### config.mk
export PLATFORM = sky130hd
export DESIGN_NAME = psl_seq
export DESIGN_NICKNAME = d
export VERILOG_FILES = /design/src/common/psl_pkg.sv /design/src/design/psl_ramp.sv /design/src/design/psl_seq.sv /design/src/design/psl_sync.sv
export SDC_FILE = /design/constraint.sdc
export NUM_CORES = 1
export LEC_CHECK = 0
export BUFFER_PORTS_ARGS = -buffer_cell sky130_fd_sc_hd__buf_2
export CORE_MARGIN = 2
export CORE_UTILIZATION = 60
export DETAILED_ROUTE_END_ITERATION = 8
export GPL_ROUTABILITY_DRIVEN = 0
export PLACE_DENSITY_LB_ADDON = 0.12
export SETUP_SLACK_MARGIN = 0.3
export SLEW_MARGIN = 20
export SYNTH_ARGS = -nofsm -noshare
export SYNTH_HDL_FRONTEND = slang
export SYNTH_SLANG_ARGS = --single-unit
### constraint.sdc
create_clock -name mclk_i -period 7.39 [get_ports mclk_i]
set_input_delay 1.1085 -clock mclk_i [delete_from_list [all_inputs] [get_ports mclk_i]]
set_output_delay 1.1085 -clock mclk_i [all_outputs]
set_load 0.02 [all_outputs]
### src/common/psl_pkg.sv
// constants and lookup functions of the power sequencing block
// Operation
// - input overvoltage always latches off switching
// - overvoltage sets input status flag bit
// - select bit picks 16.5 V or 18.5 V
// - overvoltage clears below fixed 13.5 V
// - no alert output; status read only
// - unused setting bits always read zero
// - turn-on wait 0.5/1/1.5/2 ms before switching
// - soft-start ramp 1/2/4/8/16 ms
// - exact rise time only under processor control
// - turn-off wait 0/1/1.5/2 ms before soft-stop
// - soft-stop disabled: tri-state at once
// - soft-stop ramp 0.5/1/2/4 ms to zero
// - stop switching once output reaches 200 mV
// - settings load from nvm, apply immediately
// - soft-start setting may come from strap
// - status flag clears by flush or write-one
package psl_pkg;
  // command codes
  localparam logic [7:0] PSL_CMD_OV_LIMIT = 8'h55;
  localparam logic [7:0] PSL_CMD_TON_WAIT = 8'h60;
  localparam logic [7:0] PSL_CMD_RISE = 8'h61;
  localparam logic [7:0] PSL_CMD_TOFF_WAIT = 8'h64;
  localparam logic [7:0] PSL_CMD_FALL = 8'h65;
  localparam logic [7:0] PSL_CMD_STATUS_IN = 8'h7c;
  localparam logic [7:0] PSL_CMD_SETUP1 = 8'ha0;
  localparam logic [7:0] PSL_CMD_FLUSH = 8'h03;
  // field positions
  localparam int PSL_OV_FLAG_BIT = 7;
  localparam int PSL_SOFT_STOP_BIT = 0;
  localparam logic [7:0] PSL_READ_ZERO = 8'h00;
  // thresholds in millivolts
  localparam logic [15:0] PSL_OV_RISE_LO_MV = 16'd16500;
  localparam logic [15:0] PSL_OV_RISE_HI_MV = 16'd18500;
  localparam logic [15:0] PSL_OV_FALL_MV = 16'd13500;
  localparam logic [11:0] PSL_DISCHARGED_MV = 12'd200;
  // clock rate; cycle counts derive from it
  localparam int PSL_CLK_MHZ = 200;
  localparam logic [3:0] PSL_I2C_BITS = 4'd8;

  // turn-on wait in microseconds
  function automatic int psl_ton_us(input logic [1:0] sel);
    unique case (sel)
      2'b00: psl_ton_us = 500;
      2'b01: psl_ton_us = 1000;
      2'b10: psl_ton_us = 1500;
      default: psl_ton_us = 2000;
    endcase
  endfunction : psl_ton_us

  // soft-start ramp in microseconds; upper codes saturate
  function automatic int psl_rise_us(input logic [2:0] sel);
    unique case (sel)
      3'b000: psl_rise_us = 1000;
      3'b001: psl_rise_us = 2000;
      3'b010: psl_rise_us = 4000;
      3'b011: psl_rise_us = 8000;
      default: psl_rise_us = 16000;
    endcase
  endfunction : psl_rise_us

  // turn-off wait in microseconds
  function automatic int psl_toff_us(input logic [1:0] sel);
    unique case (sel)
      2'b00: psl_toff_us = 0;
      2'b01: psl_toff_us = 1000;
      2'b10: psl_toff_us = 1500;
      default: psl_toff_us = 2000;
    endcase
  endfunction : psl_toff_us

  // soft-stop ramp in microseconds
  function automatic int psl_fall_us(input logic [1:0] sel);
    unique case (sel)
      2'b00: psl_fall_us = 500;
      2'b01: psl_fall_us = 1000;
      2'b10: psl_fall_us = 2000;
      default: psl_fall_us = 4000;
    endcase
  endfunction : psl_fall_us
endpackage : psl_pkg

### src/design/psl_ramp.sv
// linear reference ramp generator, error-accumulating stepper
`timescale 1ns/1ps
`default_nettype none
module psl_ramp (
  input wire logic mclk_i,
  input wire logic reset_n_i,
  input wire logic start_i,
  input wire logic down_i,
  input wire logic abort_i,
  input wire logic [11:0] target_i,
  input wire logic [11:0] span_i,
  input wire logic [31:0] total_i,
  output logic [11:0] ref_o,
  output logic done_o
);
  typedef struct packed {
    logic active;
    logic down;
    logic [11:0] level;
    logic [11:0] limit;
    logic [11:0] span;
    logic [31:0] acc;
  } psl_ramp_t;

  psl_ramp_t s;
  psl_ramp_t next_s;
  logic reached;
  logic [32:0] sum;

  assign reached = s.down ? (s.level == 12'h000) : (s.level >= s.limit);

  // one millivolt step whenever the accumulated span passes the total
  always_comb begin
    next_s = s;
    sum = {1'b0, s.acc} + {21'h0, s.span};
    if (abort_i) begin
      next_s.active = 1'b0;
      next_s.level = 12'h000;
    end else if (start_i) begin
      next_s.active = 1'b1;
      next_s.down = down_i;
      next_s.acc = 32'h0;
      next_s.limit = target_i;
      next_s.span = down_i ? s.level : span_i;
      if (!down_i) begin
        next_s.level = 12'h000;
      end
    end else if (s.active) begin
      if (reached) begin
        next_s.active = 1'b0;
      end else if (sum >= {1'b0, total_i}) begin
        // total read live so a rewritten time applies mid-ramp
        next_s.acc = 32'(sum - {1'b0, total_i});
        next_s.level = s.down ? s.level - 12'h001 : s.level + 12'h001;
      end else begin
        next_s.acc = sum[31:0];
      end
    end
  end

  always_ff @(posedge mclk_i or negedge reset_n_i) begin
    if (!reset_n_i) begin
      s <= '0;
    end else begin
      s <= next_s;
    end
  end

  assign ref_o = s.level;
  assign done_o = s.active & reached;
endmodule : psl_ramp
`default_nettype wire

### src/design/psl_seq.sv
// power sequencing core: i2c slave, settings, overvoltage, sequencer
`timescale 1ns/1ps
`default_nettype none
module psl_seq
  import psl_pkg::*;
#(
  parameter logic [6:0] I2C_ADDR = 7'h24, // arbitrary bus address
  parameter int CYC_PER_US = PSL_CLK_MHZ,
  parameter logic [11:0] BOOT_SPAN_MV = 12'd1000
) (
  input wire logic mclk_i,
  input wire logic reset_n_i,
  input wire logic scl_i,
  input wire logic sda_i,
  output logic sda_o,
  output logic sda_oe_o,
  input wire logic run_request_i,
  input wire logic [15:0] power_input_voltage_i,
  input wire logic [11:0] vout_sense_mv_i,
  input wire logic [11:0] vout_target_mv_i,
  input wire logic vid_control_i,
  input wire logic input_ov_select_nvm_i,
  input wire logic [1:0] ton_wait_nvm_i,
  input wire logic [2:0] rise_nvm_i,
  input wire logic [2:0] rise_strap_i,
  input wire logic rise_from_strap_i,
  input wire logic [1:0] toff_wait_nvm_i,
  input wire logic [1:0] fall_nvm_i,
  input wire logic soft_stop_en_nvm_i,
  output logic switch_enable_o,
  output logic [11:0] reference_mv_o
);
  typedef enum logic [6:0] {
    PSL_I_IDLE = 7'h01,
    PSL_I_ADDR = 7'h02,
    PSL_I_CMD = 7'h04,
    PSL_I_WDATA = 7'h08,
    PSL_I_ACK = 7'h10,
    PSL_I_RDATA = 7'h20,
    PSL_I_MACK = 7'h40
  } psl_i2c_t;

  typedef enum logic [6:0] {
    PSL_S_OFF = 7'h01,
    PSL_S_TON = 7'h02,
    PSL_S_RISE = 7'h04,
    PSL_S_ON = 7'h08,
    PSL_S_TOFF = 7'h10,
    PSL_S_FALL = 7'h20,
    PSL_S_FAULT = 7'h40
  } psl_seq_t;

  typedef struct packed {
    logic scl_d;
    logic sda_d;
    psl_i2c_t istate;
    psl_i2c_t after_ack;
    logic [3:0] bitcnt;
    logic [7:0] shreg;
    logic [7:0] cmd;
    logic sda_drive;
    logic loaded;
    logic input_ov_select;
    logic [1:0] ton_sel;
    logic [2:0] rise_sel;
    logic [1:0] toff_sel;
    logic [1:0] fall_sel;
    logic soft_stop_en;
    logic ov_active;
    logic ov_flag;
    psl_seq_t seq;
    logic [31:0] timer;
    logic sw_en;
  } psl_state_t;

  psl_state_t s;
  psl_state_t next_s;
  logic [2:0] pins_sync;
  logic scl;
  logic sda;
  logic run;
  logic scl_rise;
  logic scl_fall;
  logic bus_start;
  logic bus_stop;
  logic flag_clear;
  logic [7:0] rd_val;
  logic ramp_start;
  logic ramp_down;
  logic ramp_abort;
  logic ramp_done;
  logic [11:0] ramp_ref;
  logic [11:0] ramp_span;
  logic [31:0] ramp_total;
  logic [31:0] ton_cyc;
  logic [31:0] toff_cyc;
  logic [15:0] rise_thr;

  // converts a time in microseconds to clock cycles
  function automatic logic [31:0] to_cycles(input int us);
    to_cycles = 32'(us * CYC_PER_US);
  endfunction : to_cycles

  // pins and the run request come from outside the clock domain
  psl_sync #(
    .W(3)
  ) u_sync (
    .mclk_i(mclk_i),
    .reset_n_i(reset_n_i),
    .async_i({run_request_i, sda_i, scl_i}),
    .sync_o(pins_sync)
  );

  psl_ramp u_ramp (
    .mclk_i(mclk_i),
    .reset_n_i(reset_n_i),
    .start_i(ramp_start),
    .down_i(ramp_down),
    .abort_i(ramp_abort),
    .target_i(vout_target_mv_i),
    .span_i(ramp_span),
    .total_i(ramp_total),
    .ref_o(ramp_ref),
    .done_o(ramp_done)
  );

  assign scl = pins_sync[0];
  assign sda = pins_sync[1];
  assign run = pins_sync[2];
  assign scl_rise = scl & ~s.scl_d;
  assign scl_fall = ~scl & s.scl_d;
  assign bus_start = scl & s.scl_d & s.sda_d & ~sda;
  assign bus_stop = scl & s.scl_d & ~s.sda_d & sda;

  // live cycle counts so a rewritten setting applies at once
  // immediate effect
  assign ton_cyc = to_cycles(psl_ton_us(s.ton_sel));
  assign toff_cyc = s.soft_stop_en ? to_cycles(psl_toff_us(s.toff_sel)) : 32'h0;
  assign rise_thr = s.input_ov_select ? PSL_OV_RISE_HI_MV : PSL_OV_RISE_LO_MV;

  // read mux; reserved bits stay zero
  // upper bits zero
  always_comb begin
    rd_val = PSL_READ_ZERO;
    unique case (s.cmd)
      PSL_CMD_OV_LIMIT: rd_val = {7'h00, s.input_ov_select};
      PSL_CMD_TON_WAIT: rd_val = {6'h00, s.ton_sel};
      PSL_CMD_RISE: rd_val = {5'h00, s.rise_sel};
      PSL_CMD_TOFF_WAIT: rd_val = {6'h00, s.toff_sel};
      PSL_CMD_FALL: rd_val = {6'h00, s.fall_sel};
      PSL_CMD_STATUS_IN: rd_val[PSL_OV_FLAG_BIT] = s.ov_flag;
      PSL_CMD_SETUP1: rd_val[PSL_SOFT_STOP_BIT] = s.soft_stop_en;
      default: rd_val = PSL_READ_ZERO;
    endcase
  end

  // host-set boot uses a fixed span, so its time varies
  // exact time only under processor control
  always_comb begin
    ramp_span = vid_control_i ? vout_target_mv_i : BOOT_SPAN_MV;
    ramp_total = to_cycles(psl_rise_us(s.rise_sel));
    if (s.seq == PSL_S_FALL || s.seq == PSL_S_TOFF || ramp_down) begin
      ramp_total = to_cycles(psl_fall_us(s.fall_sel));
    end
  end

  always_comb begin
    next_s = s;
    flag_clear = 1'b0;
    ramp_start = 1'b0;
    ramp_down = 1'b0;
    ramp_abort = 1'b0;
    next_s.scl_d = scl;
    next_s.sda_d = sda;

    // settings load once, first cycle after reset
    // nvm initial values
    if (!s.loaded) begin
      next_s.loaded = 1'b1;
      next_s.input_ov_select = input_ov_select_nvm_i;
      next_s.ton_sel = ton_wait_nvm_i;
      next_s.rise_sel = rise_from_strap_i ? rise_strap_i : rise_nvm_i;
      next_s.toff_sel = toff_wait_nvm_i;
      next_s.fall_sel = fall_nvm_i;
      next_s.soft_stop_en = soft_stop_en_nvm_i;
    end

    // i2c byte-command slave; a stop or start aborts any byte in flight
    // single-byte write and read by command code
    if (bus_stop) begin
      next_s.istate = PSL_I_IDLE;
      next_s.sda_drive = 1'b0;
    end else if (bus_start) begin
      next_s.istate = PSL_I_ADDR;
      next_s.bitcnt = 4'h0;
      next_s.sda_drive = 1'b0;
    end else begin
      unique case (s.istate)
        PSL_I_IDLE: begin
          next_s.sda_drive = 1'b0;
        end
        PSL_I_ADDR, PSL_I_CMD, PSL_I_WDATA: begin
          if (scl_rise) begin
            next_s.shreg = {s.shreg[6:0], sda};
            next_s.bitcnt = s.bitcnt + 4'h1;
          end
          if (scl_fall && s.bitcnt == PSL_I2C_BITS) begin
            next_s.bitcnt = 4'h0;
            next_s.sda_drive = 1'b1;
            next_s.istate = PSL_I_ACK;
            if (s.istate == PSL_I_ADDR) begin
              // foreign address: stay silent until the next start
              if (s.shreg[7:1] != I2C_ADDR) begin
                next_s.sda_drive = 1'b0;
                next_s.istate = PSL_I_IDLE;
              end
              next_s.after_ack = s.shreg[0] ? PSL_I_RDATA : PSL_I_CMD;
            end else if (s.istate == PSL_I_CMD) begin
              next_s.cmd = s.shreg;
              next_s.after_ack = PSL_I_WDATA;
              flag_clear = (s.shreg == PSL_CMD_FLUSH);
            end else begin
              next_s.after_ack = PSL_I_WDATA;
              // writes keep only the defined field bits
              unique case (s.cmd)
                PSL_CMD_OV_LIMIT: next_s.input_ov_select = s.shreg[0];
                PSL_CMD_TON_WAIT: next_s.ton_sel = s.shreg[1:0];
                PSL_CMD_RISE: next_s.rise_sel = s.shreg[2:0];
                PSL_CMD_TOFF_WAIT: next_s.toff_sel = s.shreg[1:0];
                PSL_CMD_FALL: next_s.fall_sel = s.shreg[1:0];
                PSL_CMD_STATUS_IN: flag_clear = s.shreg[PSL_OV_FLAG_BIT];
                PSL_CMD_SETUP1: next_s.soft_stop_en = s.shreg[PSL_SOFT_STOP_BIT];
                default: flag_clear = 1'b0;
              endcase
            end
          end
        end
        PSL_I_ACK: begin
          if (scl_fall) begin
            next_s.istate = s.after_ack;
            next_s.sda_drive = 1'b0;
            if (s.after_ack == PSL_I_RDATA) begin
              // load the byte and present its msb right away
              next_s.shreg = rd_val;
              next_s.sda_drive = ~rd_val[7];
              next_s.bitcnt = 4'h1;
            end
          end
        end
        PSL_I_RDATA: begin
          if (scl_fall) begin
            if (s.bitcnt == PSL_I2C_BITS) begin
              next_s.sda_drive = 1'b0;
              next_s.istate = PSL_I_MACK;
            end else begin
              next_s.shreg = {s.shreg[6:0], 1'b0};
              next_s.sda_drive = ~s.shreg[6];
              next_s.bitcnt = s.bitcnt + 4'h1;
            end
          end
        end
        PSL_I_MACK: begin
          // master nack ends the read, ack repeats the byte
          if (scl_rise) begin
            next_s.istate = sda ? PSL_I_IDLE : PSL_I_ACK;
            next_s.after_ack = PSL_I_RDATA;
          end
        end
        default: begin
          next_s.istate = PSL_I_IDLE;
          next_s.sda_drive = 1'b0;
        end
      endcase
    end

    // overvoltage hysteresis on the input rail
    // rising trip
    if (power_input_voltage_i >= rise_thr) begin
      next_s.ov_active = 1'b1;
    end else if (power_input_voltage_i < PSL_OV_FALL_MV) begin
      next_s.ov_active = 1'b0;
    end
    // set beats clear, so a persisting fault reappears at once
    // status flag set
    next_s.ov_flag = s.ov_active | (s.ov_flag & ~flag_clear);

    // sequencer; timer counts up and compares to live settings
    next_s.timer = s.timer + 32'h1;
    if (s.ov_active && s.seq != PSL_S_FAULT) begin
      next_s.seq = PSL_S_FAULT;
      next_s.sw_en = 1'b0;
      ramp_abort = 1'b1;
    end else begin
      unique case (s.seq)
        PSL_S_OFF: begin
          next_s.sw_en = 1'b0;
          next_s.timer = 32'h0;
          if (run && s.loaded) begin
            next_s.seq = PSL_S_TON;
          end
        end
        PSL_S_TON: begin
          if (!run) begin
            next_s.seq = PSL_S_OFF;
          end else if (s.timer + 32'h1 >= ton_cyc) begin
            next_s.seq = PSL_S_RISE;
            next_s.sw_en = 1'b1;
            ramp_start = 1'b1;
          end
        end
        PSL_S_RISE, PSL_S_ON: begin
          if (s.seq == PSL_S_RISE && ramp_done) begin
            next_s.seq = PSL_S_ON;
          end
          next_s.timer = 32'h0;
          if (!run) begin
            if (!s.soft_stop_en) begin
              next_s.seq = PSL_S_OFF;
              next_s.sw_en = 1'b0;
              ramp_abort = 1'b1;
            // zero wait goes straight to soft-stop
            end else if (toff_cyc == 32'h0) begin
              next_s.seq = PSL_S_FALL;
              ramp_start = 1'b1;
              ramp_down = 1'b1;
            end else begin
              next_s.seq = PSL_S_TOFF;
            end
          end
        end
        PSL_S_TOFF: begin
          if (!s.soft_stop_en) begin
            next_s.seq = PSL_S_OFF;
            next_s.sw_en = 1'b0;
            ramp_abort = 1'b1;
          end else if (s.timer + 32'h1 >= toff_cyc) begin
            next_s.seq = PSL_S_FALL;
            ramp_start = 1'b1;
            ramp_down = 1'b1;
          end
        end
        PSL_S_FALL: begin
          if (ramp_done || vout_sense_mv_i <= PSL_DISCHARGED_MV) begin
            next_s.seq = PSL_S_OFF;
            next_s.sw_en = 1'b0;
            ramp_abort = 1'b1;
          end
        end
        PSL_S_FAULT: begin
          // leave only once released and the rail is back down
          next_s.sw_en = 1'b0;
          ramp_abort = 1'b1;
          if (!run && !s.ov_active) begin
            next_s.seq = PSL_S_OFF;
          end
        end
        default: begin
          next_s.seq = PSL_S_OFF;
          next_s.sw_en = 1'b0;
          ramp_abort = 1'b1;
        end
      endcase
    end
  end

  // all state in one register
  always_ff @(posedge mclk_i or negedge reset_n_i) begin
    if (!reset_n_i) begin
      s <= '0;
      s.scl_d <= 1'b1;
      s.sda_d <= 1'b1;
      s.istate <= PSL_I_IDLE;
      s.after_ack <= PSL_I_IDLE;
      s.seq <= PSL_S_OFF;
    end else begin
      s <= next_s;
    end
  end

  // open-drain data line: only ever pulls low
  assign sda_o = 1'b0;
  assign sda_oe_o = s.sda_drive;
  assign switch_enable_o = s.sw_en;
  assign reference_mv_o = ramp_ref;
endmodule : psl_seq
`default_nettype wire

### src/design/psl_sync.sv
// two flip-flop synchroniser for asynchronous pin levels
`timescale 1ns/1ps
`default_nettype none
module psl_sync #(
  parameter int W = 1
) (
  input wire logic mclk_i,
  input wire logic reset_n_i,
  input wire logic [W-1:0] async_i,
  output logic [W-1:0] sync_o
);
  typedef struct packed {
    logic [W-1:0] meta;
    logic [W-1:0] stable;
  } psl_sync_t;

  psl_sync_t s;
  psl_sync_t next_s;

  // first stage feeds only the second
  always_comb begin
    next_s.meta = async_i;
    next_s.stable = s.meta;
  end

  // both stages clear on reset
  always_ff @(posedge mclk_i or negedge reset_n_i) begin
    if (!reset_n_i) begin
      s <= '0;
    end else begin
      s <= next_s;
    end
  end

  assign sync_o = s.stable;
endmodule : psl_sync
`default_nettype wire

==> results of run 1 <==
-- registers in the layout, indices dropped and copies added, names as in the netlist --
| register | cells |
|---|---|
| s | 86 |
| u_ramp.s | 58 |
| u_ramp.ref_o | 12 |
| u_sync.next_s | 3 |
| u_sync.sync_o | 3 |
| sda_oe_o | 1 |
| switch_enable_o | 1 |
-- metrics by stage --
stage / util / worst slack [ns] / cell area (µm²) / cells
4_1_cts: 0.6633 / 0.3393 / 14570 / 1942
3_3_place_gp: 0.6372 / 0.2566 / 13990 / 1910
2_1_floorplan: - / 1.273 / 13510 / 1617
5_1_grt: 0.6652 / 0.3752 / 14610 / 1942
3_5_place_dp: 0.6372 / 0.1156 / 13990 / 1910
6_report: 0.6652 / 0.8874 / 14610 / 1942
-- power groups by stage --
stage,Combinational (mW),Clock [mW],Sequential [mW]
floorplan,0.673,0,1.04
global placement,0.818,0,1.09
detailed placement,0.845,0,1.09
CTS,0.851,0.888,1.07
global route,0.976,0.922,1.09
finish,0.857,0.874,1.07
-- metal layers --
metal	part of all wire	vias to the layer above	wire, µm	global-route usage
met5	0.00041	-	13	0
met2	0.48	293	15150	0.4666
met3	0.042	53	1338	0.04143
met4	0.021	2	669	0.07699
li1	-	5831	-	-
met1	0.45	5592	14330	0.3591
-- layout by cell type, fill, tap and decap left out, types with 15 or more instances in the layout --
cell type,Yosys,layout
a31oi_1,28,27
buf_4,16,15
nand2_1,160,160
clkbuf_16,0,17
dfrtp_1,159,157
buf_2,6,71
nor4_1,23,23
nor2_1,156,156
ha_1,138,138
xor2_1,44,44
nand3_1,62,60
nand4_1,21,21
a21o_1,34,34
mux2i_1,31,30
o21ai_0,110,110
a22o_1,15,15
a21oi_1,88,88
nor3_1,42,42
nand2b_1,16,16
inv_1,83,83
xnor2_1,57,57
nor2b_1,28,28
-- area by class of cell --
cell class,count,area share
Multi-Input combinational cell,1295,0.6012
Clock buffer,20,0.03058
Timing Repair Buffer,87,0.03281
Sequential cell,164,0.2816
Clock inverter,12,0.008309
Inverter,84,0.02159
Tap cell,280,0.02398
-- worst min path at each step --
stage | start | to | slack [ns] | depth (start not counted)
2_1_floorplan | u_sync.next_s[0] | u_sync.sync_o[0] | 0.33 | 0
6_report | u_sync.next_s[2] | u_sync.sync_o[2] | 0.35 | 0
3_5_place_dp | u_sync.next_s[0] | u_sync.sync_o[0] | 0.33 | 0
4_1_cts | u_sync.next_s[2] | u_sync.sync_o[2] | 0.35 | 0
3_3_place_gp | u_sync.next_s[2] | u_sync.sync_o[2] | 0.33 | 0
5_1_grt | u_sync.next_s[0] | u_sync.sync_o[0] | 0.36 | 0
-- cell families (layout without fill, tap and decap cells) --
logic type	after synthesis	count (layout)
AO/OA/AOI/OAI	395	395
flip-flops	164	164
XOR/XNOR	101	101
multiplexers	45	45
other	2	5
adder cells (fa/ha/maj)	145	145
buffers and inverters	158	203
AND/OR/NAND/NOR	604	604
-- what timing repair did --
| item | CTS | global route |
|---|---|---|
| hold buffers | 0 | 0 |
| cloned | 0 | 0 |
| setup endpoints to repair | 23 | 39 |
| pin swaps | 0 | 1 |
| setup buffers | 0 | 0 |
| gates resized for setup | 2 | 12 |
==> flow_summary.json, run 1 <==
{
  "critical_path_class": "flop to flop",
  "start_kind": "flop",
  "p_int_mw": 1.821,
  "grt_overflow": 0,
  "fp.dieW_um": 154.0,
  "syn_avg_cell_area_um2": 8.364,
  "worst_path_most_repeated_cell": "a21o_1",
  "r2r-start": "s[45]",
  "synth-compound-area-share": 0.1857,
  "comb_power_share": 0.305,
  "synth_cell_types": 80,
  "synth_xor_area_frac": 0.06553,
  "cts_sinks": 164,
  "nNetsFinal": 1855,
  "first_pass_iters": 5,
  "coreArea_um2": 21960,
  "cp.arrival_ns": 6.83,
  "rr_endpoint": "u_ramp.ref_o[0]",
  "cp_slowest_cell": "dfrtp_2",
  "synth_most_common_cell": "nand2_1",
  "ant_nets": 0,
  "routed_via_density": 6.061,
  "die_area_um2": 23710,
  "numCtsBuffers": 17,
  "drt-initial-drc-count": 804,
  "p_seq_frac": 0.383,
  "r2r_cells": 30,
  "synthTopCellsByArea": "dfrtp_1 (29%), ha_1 (13%), nand2_1 (4.4%), nor2_1 (4.3%), o21ai_0 (4.1%)",
  "synth_top_family_by_area": "simple AND/OR/NAND/NOR gates",
  "drcViolationCount": 0,
  "cts_root_buf": "clkbuf_16",
  "synth_warnings": 0,
  "synth_top_cells_by_count": "nand2_1 (160), dfrtp_1 (159), nor2_1 (156)",
  "cts_tree": "built",
  "cts_buffer_depth": 2,
  "hp-class": "flop to flop",
  "cpPeakStageDelay_ns": 0.43,
  "rows": 54,
  "critical_path.top_delay_family": "compound AO/OA/AOI/OAI gates",
  "seq_area_frac_synth": 0.3045,
  "max_cap_viol_count": 0,
  "grt_antenna_before_repair": 1,
  "total_power_mw": 2.805,
  "finalSetupViolCount": 0,
  "leakagePower_nw": 6.897,
  "ys_ff_latch": 164,
  "via_count": 11770,
  "tightest_slew_ns": 1.009,
  "synthMuxAreaShare": 0.03550,
  "multiInputGateArea_um2": 8781,
  "n_antenna_cell": 0,
  "cp-startpoint": "s[45]",
  "dp.final_hpwl_mm": 23.57,
  "period_minus_slack_ns": 6.503,
  "power.switching_mw": 0.9839,
  "crit_required_ns": 7.72,
  "sw_frac_of_total": 0.3507,
  "rsz0062_at_grt": "no",
  "ioPinCount": 76,
  "wirelength_mm": 31.50,
  "path_max_fanout": 17,
  "grt_max_degree": 96,
  "ys.flop_type": "dfrtp_1",
  "cp-endpoint": "u_ramp.ref_o[0]",
  "clk-insertion-delay-late_ns": 0.44,
  "synth-edff-count": 0,
  "io_buffers": 72,
  "async_reset_ff_frac": 1.000,
  "grt_pass1_wl_mm": 53.48,
  "end_kind": "flop",
  "max_clock_freq_mhz": 153.8,
  "peakVddDrop_v": 0.0001346,
  "slew_viol_final": 0,
  "yosys.area_share.adder": 0.1383,
  "clk_pin_slew_ns": 0.07,
  "drive_gt1_frac": 0.1011,
  "grt_use_total": 0.2723,
  "holdWs_ns": 0.3460,
  "finalCritPeriodShare": 0.8799,
  "fillers": 1838,
  "synth_cells": 1614,
  "grt_pass1_vias": 11290,
  "synthToLayoutAreaGrowth_pct": 8.203,
  "htreeDepth": 4,
  "start_util": 0.6148,
  "yosys.area.top_type_share": 0.2947,
  "yosys.area_share.simple": 0.2204,
  "relSlewSlack": 0.3275,
  "hold_viol": 0,
  "status": "finished, final reports clean",
  "netlist.top_cell.by_area": "dfrtp_1",
  "die_h_um": 154.0,
  "register_area_um2": 4113,
  "cp.depth": 30,
  "wl_per_cell_um": 16.22,
  "skew_ns": 0.01511,
  "tns_ns": 0,
  "path_buf_inv": 3,
  "rrSetupSlack_ns": 0.89,
  "synth_area_um2": 13500,
  "p_per_area_nw_per_um2": 192.1,
  "p_clk_frac": 0.312
}
No activity file was read; power rests on OpenSTA's default activity.
==> inputs of run 2 (changes only) <==
--- a/config.mk
+++ b/config.mk
@@ -5,6 +5,7 @@
 export SDC_FILE = /design/constraint.sdc
 export NUM_CORES = 1
 export LEC_CHECK = 0
+export ABC_AREA = 1
 export BUFFER_PORTS_ARGS = -buffer_cell sky130_fd_sc_hd__buf_2
 export CORE_MARGIN = 2
 export CORE_UTILIZATION = 60
==> run 2 against run 1 <==
Clock power increased by 4.2%. First-iteration DRC count increased by 35%. Clock-buffer cell count decreased by 2. Utilization decreased by 0.59 points. Clock skew about the same. Combinational power increased by 31%. Worst hold slack improved by 0.0054 ns. Sequential power about the same. Sequential cell count unchanged. Critical path type unchanged. Largest cell class unchanged.
==> flow_summary.json, run 2 <==
{
  "first_pass_iters": 5,
  "fillers": 2137,
  "critical_path.top_delay_family": "simple AND/OR/NAND/NOR gates",
  "final_cell_mix": "nand2_1 (520), inv_1 (264), nor2_1 (239)",
  "crit_required_ns": 7.77,
  "n_antenna_cell": 0,
  "via_count": 13740,
  "synthTopCellsByArea": "dfrtp_1 (28%), nand2_1 (14%), ha_1 (12%), inv_1 (6.9%), nor2_1 (6.3%)",
  "drt-initial-drc-count": 1085,
  "seq_area_frac_synth": 0.2871,
  "rsz0062_at_grt": "no",
  "ioPinCount": 76,
  "power.switching_mw": 1.260,
  "cts_root_buf": "clkbuf_16",
  "cp-endpoint": "u_ramp.ref_o[11]",
  "nNetsFinal": 2322,
  "die_area_um2": 25110,
  "cp.arrival_ns": 6.79,
  "drive_gt1_frac": 0.08126,
  "grt_antenna_before_repair": 0,
  "wirelength_mm": 36.43,
  "critical_path_class": "flop to flop",
  "rrSetupSlack_ns": 0.98,
  "end_kind": "flop",
  "slew_viol_final": 0,
  "synthToLayoutAreaGrowth_pct": 8.111,
  "ant_nets": 0,
  "synth_most_common_cell": "nand2_1",
  "synth_cells": 2059,
  "synth_cell_types": 64,
  "p_int_mw": 1.844,
  "final_util": 0.6593,
  "r2r-start": "s[45]",
  "cts_sinks": 164,
  "top_register": "s",
  "htreeDepth": 4,
  "grt_pass1_wl_mm": 61.13,
  "syn_avg_cell_area_um2": 6.952,
  "fp.dieW_um": 158.5,
  "rows": 56,
  "status": "finished, final reports clean",
  "coreArea_um2": 23470,
  "hold_viol": 0,
  "cp_slowest_cell": "fa_1",
  "final_common_cell": "nand2_1",
  "largest_reg_flops": 86,
  "grt_use_total": 0.3024,
  "max_cap_viol_count": 0,
  "tightest_slew_ns": 0.9395,
  "start_util": 0.6099,
  "period_minus_slack_ns": 6.408,
  "async_reset_ff_frac": 1.000,
  "sw_frac_of_total": 0.4058,
  "routed_via_density": 5.611,
  "wl_per_cell_um": 14.88,
  "die_h_um": 158.5,
  "cp.depth": 40,
  "dp.final_hpwl_mm": 27.76,
  "cts_buffer_depth": 2,
  "drcViolationCount": 0,
  "synth-edff-count": 0,
  "io_buffers": 72,
  "synth_top_cells_by_count": "nand2_1 (522), inv_1 (264), nor2_1 (239)",
  "r2r_cells": 40,
  "max_clock_freq_mhz": 156.1,
  "cpPeakStageDelay_ns": 0.46,
  "clk_pin_slew_ns": 0.07,
  "start_kind": "flop",
  "ys.flop_type": "dfrtp_1",
  "tns_ns": 0,
  "synth_area_um2": 14310,
  "finalCritPeriodShare": 0.8671,
  "path_max_fanout": 13,
  "rr_endpoint": "u_ramp.ref_o[11]",
  "skew_ns": 0.01472,
  "grt_overflow": 0,
  "p_clk_frac": 0.293,
  "p_per_area_nw_per_um2": 200.5,
  "multiInputGateArea_um2": 8925,
  "numCtsBuffers": 17,
  "synth_warnings": 0,
  "relSlewSlack": 0.3737,
  "p_seq_frac": 0.346,
  "cts_tree": "built",
  "comb_power_share": 0.360,
  "ys_ff_latch": 164,
  "yosys.area.top_type_share": 0.2779,
  "grt_max_degree": 100,
  "finalSetupViolCount": 0,
  "peakVddDrop_v": 0.0001350,
  "cp-startpoint": "s[45]",
  "register_area_um2": 4110,
  "leakagePower_nw": 8.047,
  "path_buf_inv": 6,
  "hp-class": "flop to flop",
  "grt_pass1_vias": 13000,
  "clk-insertion-delay-late_ns": 0.45,
  "netlist.top_cell.by_area": "dfrtp_1",
  "cts_hold_buf": 0,
  "worst_path_most_repeated_cell": "nand2_1"
}
-- run 2: changes by cell type in the layout (fill, tap and decap cells not counted), sizes merged, moves of 31 or more --
| cell | before | now |
|---|---|---|
| nand2 | 160 | 537 |
| inv | 89 | 278 |
| nor2 | 156 | 255 |
| nand3 | 63 | 123 |
| o21ai | 117 | 151 |
| a21o | 34 | 3 |
-- run 2: through the flow --
step / setup WS [ns] / cells / hold slack, ns / total power [mW] / area (µm²)
after floorplan: 1.961 / 2062 / 0.3312 / 1.910 / 14330
after global placement: 0.9260 / 2415 / 0.3310 / 2.153 / 14850
after detailed placement: 0.8086 / 2415 / 0.3370 / 2.187 / 14850
after CTS: 0.7734 / 2447 / 0.3534 / 3.103 / 15450
after global routing: 0.3017 / 2448 / 0.3677 / 3.327 / 15480
final: 0.9824 / 2448 / 0.3514 / 3.104 / 15480
-- run 2: cell type report --
type,instances,share of cell area
Tap cell,319,0.02579
Timing Repair Buffer,80,0.02757
Multi-Input combinational cell,1581,0.5767
Clock inverter,14,0.01003
Inverter,272,0.06597
Clock buffer,18,0.02838
Sequential cell,164,0.2656
-- run 2: how the worst min path moves through the flow --
stage / to / startpoint / cells after the start
after floorplan: u_sync.sync_o[0] / u_sync.next_s[0] / 0
after detailed placement: u_sync.sync_o[2] / u_sync.next_s[2] / 0
after CTS: u_sync.sync_o[2] / u_sync.next_s[2] / 0
after global placement: u_sync.sync_o[1] / u_sync.next_s[1] / 0
after global routing: u_sync.sync_o[2] / u_sync.next_s[2] / 0
final: u_sync.sync_o[2] / u_sync.next_s[2] / 0
-- run 2: worst register-to-register path: cells and delay by family, from the launching register on --
family                   cells  cell delay (ns)
AND/OR/NAND/NOR             24             3.18
adder cells (fa/ha/maj)      4             1.33
AO/OA/AOI/OAI                5             0.73
buffers and inverters        6             0.51
XOR/XNOR                     1             0.17
flip-flops                   1             0.45
-- run 2: cell families after synthesis --
logic type / count (synthesis) / synth area share
AOI/OAI and AO/OA: 323 / 0.1262
xor gates and xnor gates: 81 / 0.04956
adders and majority gates: 145 / 0.1304
buffers and inverters: 317 / 0.09230
DFF: 164 / 0.2871
muxes: 6 / 0.004283
other: 2 / 0.0005246
and+or+nand+nor: 1021 / 0.3096
-- run 2: power groups by stage --
stage                     Sequential, mW  Combinational [mW]  Clock, mW
after floorplan                     1.06               0.852          0
after global placement              1.09                1.07          0
after detailed placement            1.09                1.10          0
after CTS                           1.07                1.11      0.923
after global routing                1.09                1.28      0.957
final                               1.07                1.12      0.911
-- run 2: repair_timing --
| item | in CTS | in global routing |
|---|---|---|
| endpoints found under the setup margin | 0 | 34 |
| buffers inserted | 0 | 1 |
| gates resized for setup | 0 | 4 |
-- run 2: per-layer routing --
| metal | wire, µm | part of all wire | vias up | GRT usage |
|---|---|---|---|---|
| met5 | 0 | 0 | - | 0 |
| met4 | 700 | 0.019 | 0 | 0.1008 |
| met3 | 2093 | 0.057 | 65 | 0.04545 |
| met2 | 17030 | 0.47 | 430 | 0.5012 |
| met1 | 16600 | 0.46 | 6392 | 0.4066 |
| li1 | - | - | 6849 | - |
